--- config.mk ---
export PLATFORM = sky130hd
export DESIGN_NAME = ccp_completion_port
export DESIGN_NICKNAME = d
export VERILOG_FILES = /design/src/core/ccp_pkg.sv /design/src/core/ccp_completion_port.sv
export SDC_FILE = /design/constraint.sdc
export NUM_CORES = 1
export LEC_CHECK = 0
export BUFFER_PORTS_ARGS = -buffer_cell sky130_fd_sc_hd__buf_2
export CAP_MARGIN = 20
export CORE_AREA = 4 4 257 259
export DETAILED_ROUTE_END_ITERATION = 8
export DIE_AREA = 0 0 261 263
export PLACE_DENSITY_LB_ADDON = 0.08
export SLEW_MARGIN = 5
export SYNTH_ARGS = -nofsm -noshare
export SYNTH_HDL_FRONTEND = slang
export SYNTH_SLANG_ARGS = --single-unit
export TNS_END_PERCENT = 1
--- constraint.sdc ---
create_clock -name core_clk -period 18.3 [get_ports core_clk]
set_input_delay 2.745 -clock core_clk [delete_from_list [all_inputs] [get_ports core_clk]]
set_output_delay 2.745 -clock core_clk [all_outputs]
set_load 0.01 [all_outputs]
--- src/core/ccp_pkg.sv ---
package ccp_pkg;
    localparam int DATA_W = 256;
    localparam int SIDE_W = 33;
    localparam int DISC_BIT = 0;
    // register byte offsets
    localparam logic [7:0] REG_CTRL = 8'h00;
    localparam logic [7:0] REG_CAPTURED_ID = 8'h04;
    localparam logic [7:0] REG_STATUS = 8'h08;
    localparam logic [7:0] REG_LAST_DESC = 8'h0c;
    // control fields
    localparam int CTRL_ALIGN = 0;
    localparam int CTRL_WIDTH_LO = 1;
    localparam int CTRL_ENDPOINT = 3;
    localparam int CTRL_ENABLE = 4;
    localparam logic [31:0] CTRL_RESET = 32'h0000_001c;
    // interface width codes
    localparam logic [1:0] WIDTH_64 = 2'h0;
    localparam logic [1:0] WIDTH_128 = 2'h1;
    localparam logic [1:0] WIDTH_256 = 2'h2;
    // descriptor fields, positions inside descriptor dword 2
    localparam int DW2_BASE = 64;
    localparam int DESC_DEV_LO = 75 - DW2_BASE;
    localparam int DESC_BUS_LO = 80 - DW2_BASE;
    localparam int DESC_CID_EN = 88 - DW2_BASE;
    localparam int DESC_ATTR_LO = 92 - DW2_BASE;
    localparam int DESC_ECRC = 95 - DW2_BASE;
    // dword 2 lane position on the wide interfaces
    localparam int DW2_LANE_LO = 64;
endpackage

--- src/core/ccp_completion_port.sv ---
// Local design decisions: the Wishbone slave port and the register addresses.
`timescale 1ns/1ns
module ccp_completion_port (
    input wire logic core_clk,
    input wire logic rst,
    input wire logic completion_in_valid,
    output logic completion_in_ready,
    input wire logic [ccp_pkg::DATA_W-1:0] completion_in_data,
    input wire logic completion_in_last,
    input wire logic [ccp_pkg::SIDE_W-1:0] completion_in_sideband,
    input wire logic link_ready,
    output logic tlp_valid,
    output logic [ccp_pkg::DATA_W-1:0] tlp_data,
    output logic tlp_last,
    output logic tlp_nullify,
    output logic tlp_ecrc,
    output logic [2:0] tlp_attr,
    output logic [7:0] completer_bus,
    output logic [4:0] completer_dev,
    output logic aer_internal_error,
    input wire logic config_id_load,
    input wire logic [7:0] config_bus,
    input wire logic [4:0] config_dev,
    input wire logic wb_cyc_i,
    input wire logic wb_stb_i,
    input wire logic wb_we_i,
    input wire logic [7:0] wb_adr_i,
    input wire logic [3:0] wb_sel_i,
    input wire logic [31:0] wb_dat_i,
    output logic [31:0] wb_dat_o,
    output logic wb_ack_o
);
    typedef struct packed {
        logic in_pkt;
        logic [1:0] beat;
        logic desc_done;
        logic err_gap;
        logic err_disc;
        logic [31:0] ctrl;
        logic [7:0] cap_bus;
        logic [4:0] cap_dev;
        logic [15:0] pkt_cnt;
        logic [15:0] null_cnt;
        logic [5:0] last_desc;
        logic out_valid;
        logic [ccp_pkg::DATA_W-1:0] out_data;
        logic out_last;
        logic out_null;
        logic out_ecrc;
        logic [2:0] out_attr;
        logic [7:0] out_bus;
        logic [4:0] out_dev;
        logic aer;
        logic ack;
        logic [31:0] rdata;
    } ccp_state_type;

    ccp_state_type st;
    ccp_state_type next_st;

    // beat that carries descriptor dword 2 for a width code
    function automatic logic [1:0] dw2_beat(input logic [1:0] width);
        dw2_beat = (width == ccp_pkg::WIDTH_64) ? 2'h1 : 2'h0;
    endfunction

    // descriptor dword 2 as it sits on the data lanes
    function automatic logic [31:0] dw2_of(input logic [1:0] width, input logic [ccp_pkg::DATA_W-1:0] d);
        dw2_of = (width == ccp_pkg::WIDTH_64) ? d[31:0] : d[ccp_pkg::DW2_LANE_LO +: 32];
    endfunction

    // byte-lane merge of a bus write
    function automatic logic [31:0] merge(input logic [31:0] old, input logic [31:0] wd, input logic [3:0] sel);
        merge = old;
        for (int i = 0; i < 4; i++) begin
            if (sel[i]) begin
                merge[i*8 +: 8] = wd[i*8 +: 8];
            end
        end
    endfunction

    logic [1:0] width;
    logic accept;
    logic disc;
    logic err_now;
    logic [31:0] dw2;
    logic wb_req;

    assign width = st.ctrl[ccp_pkg::CTRL_WIDTH_LO +: 2];
    // ready follows the link, gated by the enable bit; the port may stall any cycle
    assign completion_in_ready = link_ready & st.ctrl[ccp_pkg::CTRL_ENABLE];
    assign accept = completion_in_valid & completion_in_ready;
    // discontinue only counts on a taken beat
    assign disc = completion_in_sideband[ccp_pkg::DISC_BIT];
    assign err_now = st.err_disc | disc | st.err_gap;
    assign dw2 = dw2_of(width, completion_in_data);
    assign wb_req = wb_cyc_i & wb_stb_i;

    // next-state logic for stream, registers and bus
    always_comb begin
        next_st = st;
        next_st.out_valid = 1'b0;
        next_st.aer = 1'b0;
        next_st.ack = 1'b0;
        if (config_id_load) begin
            next_st.cap_bus = config_bus;
            next_st.cap_dev = config_dev;
        end
        // valid gap inside a packet poisons it
        if (st.in_pkt && !completion_in_valid) begin
            next_st.err_gap = 1'b1;
        end
        if (accept) begin
            next_st.out_valid = 1'b1;
            next_st.out_data = completion_in_data;
            next_st.out_last = completion_in_last;
            next_st.out_null = completion_in_last & err_now;
            if (disc) begin
                next_st.err_disc = 1'b1;
            end
            if (st.beat != 2'h3) begin
                next_st.beat = st.beat + 2'h1;
            end
            // descriptor dword 2 position depends on width
            if (!st.desc_done && st.beat == dw2_beat(width)) begin
                next_st.desc_done = 1'b1;
                next_st.out_attr = dw2[ccp_pkg::DESC_ATTR_LO +: 3];
                next_st.out_ecrc = dw2[ccp_pkg::DESC_ECRC];
                if (dw2[ccp_pkg::DESC_CID_EN]) begin
                    next_st.out_bus = dw2[ccp_pkg::DESC_BUS_LO +: 8];
                    next_st.out_dev = dw2[ccp_pkg::DESC_DEV_LO +: 5];
                end else begin
                    next_st.out_bus = st.cap_bus;
                    next_st.out_dev = st.cap_dev;
                end
                next_st.last_desc[4:0] = {dw2[ccp_pkg::DESC_CID_EN], dw2[ccp_pkg::DESC_ECRC],
                    dw2[ccp_pkg::DESC_ATTR_LO +: 3]};
            end
            // packet end frees the port for the very next beat
            if (completion_in_last) begin
                next_st.in_pkt = 1'b0;
                next_st.beat = 2'h0;
                next_st.desc_done = 1'b0;
                next_st.err_gap = 1'b0;
                next_st.err_disc = 1'b0;
                next_st.pkt_cnt = st.pkt_cnt + 16'h0001;
                next_st.last_desc[5] = err_now;
                if (err_now) begin
                    next_st.null_cnt = st.null_cnt + 16'h0001;
                end
                next_st.aer = st.ctrl[ccp_pkg::CTRL_ENDPOINT] & (st.err_disc | disc);
            end else begin
                next_st.in_pkt = 1'b1;
            end
        end
        // classic wishbone slave, one wait state
        if (wb_req && !st.ack) begin
            next_st.ack = 1'b1;
            unique case (wb_adr_i)
                ccp_pkg::REG_CTRL: next_st.rdata = st.ctrl;
                ccp_pkg::REG_CAPTURED_ID: next_st.rdata = {16'h0000, st.cap_bus, st.cap_dev, 3'h0};
                ccp_pkg::REG_STATUS: next_st.rdata = {st.null_cnt, st.pkt_cnt};
                ccp_pkg::REG_LAST_DESC: next_st.rdata = {26'h000_0000, st.last_desc};
                default: next_st.rdata = 32'h0000_0000;
            endcase
            if (wb_we_i && wb_adr_i == ccp_pkg::REG_CTRL) begin
                next_st.ctrl = merge(st.ctrl, wb_dat_i, wb_sel_i) & 32'h0000_001f;
            end
        end
    end

    // single state register
    always_ff @(posedge core_clk or posedge rst) begin
        if (rst) begin
            st <= '0;
            st.ctrl <= ccp_pkg::CTRL_RESET;
        end else begin
            st <= next_st;
        end
    end

    // outputs straight from state
    assign tlp_valid = st.out_valid;
    assign tlp_data = st.out_data;
    assign tlp_last = st.out_last;
    assign tlp_nullify = st.out_null;
    assign tlp_ecrc = st.out_ecrc;
    assign tlp_attr = st.out_attr;
    assign completer_bus = st.out_bus;
    assign completer_dev = st.out_dev;
    assign aer_internal_error = st.aer;
    assign wb_dat_o = st.rdata;
    assign wb_ack_o = st.ack;

    logic desc_beat_now;
    assign desc_beat_now = accept && !st.desc_done && st.beat == dw2_beat(width);
    // discontinue seen on a taken beat, for the sampling check
    logic disc_take;
    assign disc_take = accept & disc;
endmodule // ccp_completion_port

==> reports/results.txt, run 1 <==
post-synthesis simple-gate area fraction: 21.4%
# H-tree levels: 2
Pre-antenna DRT Iters: 7
Die Span X: 261 microns
Synth area leaders: dfrtp_1, nand2_1, buf_4
ANT nets after route: 0
final HPWL from detailed placement: 39.3 mm
row count: 93
Min-Delay Path Class: flip-flop to flip-flop
CTS max path bufs: 3
Rel. slew slack: 15.2%
GR Overflow Total: 0
placed cell count: 2,902
first-pass GRT wire length: 82.2 mm
nets: 2,453
mapped cell area: 16,700 sq um
P&R area growth vs syn: 19.0%
cell count after synthesis: 1,814
Skew-Pair Late Insertion Delay: 0.56 ns
clk_skew: 0.0131 ns
vias after detailed routing: 12,269
Core ar.: 63,900 sq um
Slew @ Worst Pin: 1.27 ns
CTS root buf: clkbuf_16
initial drt markers: 480
vias in the first global route: 12,656
delay-heaviest family, CP: buffers and inverters
top cell type's share of synthesized area: 54.8%
most used cell, CP: buf_2
DRC Markers: 0
leakage: 11.7 nW
Die Y: 263 microns
Port Buffers: 603
hold slack: 0.465 ns
Post-Syn Nets: 2,172
main combinational cell family by area after synthesis: simple AND/OR/NAND/NOR gates
Worst-path clk slew: 0.05 ns
CTS tree: yes
Initial Util: 26.1%
# fillers: 6,880
final cell count without fillers: 2,992
die area: 68,600 sq um
XOR/XNOR share of the synthesized area: 1.58%
I/O pins: 666
Max Cap Viol: 0
final period utilization: 32.2%
Setup Total Neg Slack: 0 ns
clock tree sinks: 368
Hold Buf Count CTS: 0
sequential area share after synthesis: 55.3%
synthesis-stage register bit count: 368
Synth cell types: 39
run status: finished, final reports clean
Adder-Cell Fraction of Synth Area: 0.225%
final core occ: 31.0%
vias per inst: 4.10
WP data required: 15.55 ns
Tot Pwr: 1.87 mW
Synth Area in Compound Gates: 3.64%
Crit path buffers/inverters: 2
max-slew violation count: 0
Critical Path AT: 3.14 ns
Avg WL per Cell: 18.4 microns
mux contribution to synthesized area: 2.18%
share of layout cells above drive strength 1: 33.9%
peak supply drop: 53.5 uV
RD Place Congestion: 0.777
post-CTS setup buffers: 0
area of the multi-input gates: 4850 sq um
initial antenna violation count: 17
total CTS buffers: 46
FF+latch area: 9210 sq um
final hold vios: 0
average size of a mapped cell: 9.19 sq um
CP cell instances: buf_2 -> and2_1 -> buf_2
post_cts resized: 0
CP endpoint kind: output pin
Crit Path Category: input port to output pin
Worst path max stage delay: 0.13 ns
slowest cell on the critical path: buf_2
# setup viols final: 0
CP Max Fanout: 4
Routed Wire Length: 54.9 mm
largest net degree at the start of global routing: 171
area leader, netlist: dfrtp_1
top achievable clock speed: 170 MHz
pwr dens: 94.2 nW/um^2
final critical-path required period: 5.89 ns
global-route usage over all layers: 15.6%
unrepaired setup endpoints after global routing: no
Startpoint Class: input port
synth warn: 0
-- flip-flops by register name (all words and copies together) (netlist names) --
signal	cells
st	62
tlp_valid	1
tlp_nullify	1
wb_ack_o	1
completer_bus	8
completer_dev	5
tlp_last	1
aer_internal_error	1
wb_dat_o	32
tlp_data	256
-- layout by cell type, fill, tap and decap left out, types with 5 or more instances in the layout --
cell,n
dfrtp_1,365
mux2_2,18
o31ai_1,23
clkbuf_1,11
nand4_1,8
buf_4,12
nand2_1,827
inv_1,6
buf_2,603
xnor2_1,15
diode_2,9
xor2_1,15
nand3_1,10
a21oi_1,5
a22o_1,18
nor2_1,28
clkbuf_16,49
o22ai_1,13
mux2_4,5
a22oi_1,14
clkbuf_8,14
clkinv_2,5
nor3_1,9
nor4_1,5
o21ai_0,12
-- cell families after synthesis --
| family | after synthesis |
|---|---|
| DFF | 368 |
| muxes | 29 |
| buffers and inverters | 390 |
| adders and majority gates | 3 |
| AOI/OAI and AO/OA | 86 |
| xor gates and xnor gates | 30 |
| and+or+nand+nor | 908 |
-- synth_stat cells, drive strengths merged --
cell type    n
nand2      828
dfrtp      365
buf        312
clkbuf      70
nor2        28
mux2        23
o31ai       23
a22o        18
xnor2       15
xor2        15
a22oi       14
o21ai       13
o22ai       13
nand3       11
nor3         9
inv          8
nand4        8
nor4         6
a21oi        5
and4         4
mux2i        4
dfstp        3
ha           3
or3          3
and2         2
mux4         2
nand3b       2
nor2b        2
or3b         2
nor3b        1
nor4b        1
or4          1
-- path summary, 6_finish.rpt --
check	cells past startpoint	from	slack [ns]	to
max in group asynchronous	4	rst	13.66	wb_dat_o[21]
min reg2reg	2	tlp_data[8]	0.46	tlp_data[8]
max reg2reg	5	st[365]	15.22	tlp_data[62]
max	3	link_ready	12.41	completion_in_ready
min in group asynchronous	2	rst	2.34	tlp_data[141]
min	2	tlp_data[8]	0.46	tlp_data[8]
-- metrics by stage --
stage / worst slack [ns] / cell area (sq um)
2_1_floorplan: 5.34 / 16700
6_report: 12.41 / 19800
5_1_grt: 12.40 / 19800
3_5_place_dp: 12.41 / 18300
4_1_cts: 12.41 / 19800
3_3_place_gp: 12.41 / 18300
-- power by group --
group	total, mW	internal, mW	switching [mW]	leakage [nW]
Clock	0.915	0.556	0.360	0.751
Sequential	0.845	0.833	0.0123	5.06
Combinational	0.108	0.0451	0.0625	5.86
Total	1.87	1.43	0.434	11.7
-- worst reg2reg max path, cell delays in order, from the launching register on --
cell and delay, ns:
dfstp_2 0.60, nand3_4 0.40, inv_8 0.76, buf_4 0.95, nand2_1 0.22, nand2_1 0.10
-- layer usage --
| layer | part of all wire (%) | global-route usage, % | routed length (microns) |
|---|---|---|---|
| met5 | 0.11 | 0 | 63 |
| met3 | 7.9 | 4.80 | 4320 |
| met2 | 48 | 25.8 | 26300 |
| met4 | 2.4 | 4.68 | 1300 |
| met1 | 42 | 19.6 | 23000 |
-- final cells by class --
class	instances	area share, %
inverter	8	0.227
multi-input combinational	1056	24.4
tap	855	5.40
sequential	368	46.5
antenna	9	0.114
clock inverter	7	0.316
timing repair buffer	615	15.7
clock buffer	74	7.36
No activity file was read; power rests on OpenSTA's default activity.
==> run 2, diff against run 1 <==
Clock period 18.3 ns to 5.8 ns, I/O delays scaled along.
==> reports/results.txt, run 2 (synthesized netlist as in run 1, its figures left out) <==
nets: 2,453
Avg WL per Cell: 18.5 microns
Startpoint Class: flip-flop
final period utilization: 56.8%
Rel. slew slack: 30.4%
final critical-path required period: 3.30 ns
commonest non-fill, non-tap cells in the layout: nand2_1, buf_2, dfrtp_1
Min-Delay Path Class: input port to asynchronous set/reset pin
Hold Buf Count CTS: 0
GR Overflow Total: 0
final hold vios: 0
ANT nets after route: 0
DRC Markers: 0
vias per inst: 4.12
worst r2r path cells: 5
share of layout cells above drive strength 1: 34.2%
Critical Path AT: 3.79 ns
unrepaired setup endpoints after global routing: no
RD Place Congestion: 0.773
max-slew violation count: 0
Slew @ Worst Pin: 1.04 ns
global-route usage over all layers: 15.7%
placed cell area: 18,300 sq um
Pre-antenna DRT Iters: 5
Max Cap Viol: 0
run status: finished, final reports clean
post-CTS setup buffers: 0
P&R area growth vs syn: 19.7%
peak supply drop: 170 uV
clock tree sinks: 368
final core occ: 31.2%
total CTS buffers: 48
initial antenna violation count: 14
# H-tree levels: 2
post_cts resized: 0
final HPWL from detailed placement: 39.7 mm
vias after detailed routing: 12,333
CTS tree: yes
pwr dens: 301 nW/um^2
crit path capture: tlp_data[106]
die area: 68,600 sq um
WP data required: 6.30 ns
CP endpoint kind: flip-flop
I/O pins: 666
clk_skew: 0.0169 ns
vias in the first global route: 12,768
most common cell after layout, fill and taps aside: nand2_1
largest net degree at the start of global routing: 154
Port Buffers: 603
# setup viols final: 0
top achievable clock speed: 303 MHz
R2R setup slack: 2.50 ns
initial drt markers: 548
Initial Util: 26.1%
leakage: 11.7 nW
Skew-Pair Late Insertion Delay: 0.58 ns
final instance area: 19,900 sq um
first-pass GRT wire length: 82.7 mm
worst setup path startpoint: st[365]
Die Y: 263 microns
CTS root buf: clkbuf_16
max reg flops: 256
row count: 93
FF-to-FF Start: st[365]
Worst-path clk slew: 0.06 ns
FF-to-FF End: tlp_data[106]
CP Max Fanout: 153
Routed Wire Length: 55.3 mm
Crit Path Category: flip-flop to flip-flop
Core ar.: 63,900 sq um
CTS max path bufs: 3
Die Span X: 261 microns
[run 2: changes by cell type in the layout (fill, tap and decap cells not counted), moves of 2 or more]
cell and change:
clkinvlp_4 +3, diode_2 -4, buf_4 -7, buf_12 +5
clkbuf_1 -3, inv_6 +2
[run 2: worst min path at each step]
stage          slack (ns)  cells past startpoint                   from                 end
6_report             0.26                      2                    rst  aer_internal_error
5_1_grt              0.25                      2                    rst         tlp_nullify
4_1_cts              0.42                      3  completion_in_data[4]         tlp_data[4]
3_5_place_dp         0.46                      2          tlp_data[187]       tlp_data[187]
3_3_place_gp         0.45                      2          tlp_data[219]       tlp_data[219]
2_1_floorplan        0.44                      2                st[315]             st[315]
[run 2: layout make-up]
class	instances	area (sq um)
fillers	6868	43900
flip-flops and latches	368	9210
multi-input cells	1056	4850
repair buffers	613	3160
clock buffers	72	1460
well taps	855	1070
clock inverters	14	139
inverters	8	41.3
diodes	5	12.5
[run 2: per-stage QoR]
| step | TNS (ns) | cells | setup slack, ns | total power [mW] | hold slack [ns] |
|---|---|---|---|---|---|
| after floorplan | -2.09 | 1814 | -0.00573 | 2.91 | 0.441 |
| after global placement | 0 | 2899 | 2.09 | 3.07 | 0.453 |
| after detailed placement | 0 | 2899 | 2.06 | 3.07 | 0.456 |
| after CTS | 0 | 2985 | 2.46 | 6.14 | 0.425 |
| after global routing | 0 | 2989 | 2.18 | 6.29 | 0.245 |
| final | 0 | 2991 | 2.50 | 6.01 | 0.259 |
[run 2: critical path, cell delays in order (launching register included)]
cell and delay (ns):
dfstp_2 0.59, nand3_4 0.62, inv_8 0.92, buf_12 0.47
nand2_1 0.20, nand2_1 0.09
[run 2: metal layers]
metal	part of all wire (%)	routed length [microns]	GRT usage, %	vias up
li1	-	-	-	5962
met1	41	22500	19.4	5902
met2	49	27000	26.4	371
met3	8.2	4520	5.39	84
met4	2.1	1180	3.62	14
met5	0.17	92	0	-
[run 2: where the power goes]
part           total (mW)  leakage [nW]  switching, mW  internal (mW)
sequential           2.67          5.06         0.0428           2.63
clock                2.99         0.787           1.17           1.82
combinational       0.343          5.87          0.197          0.145
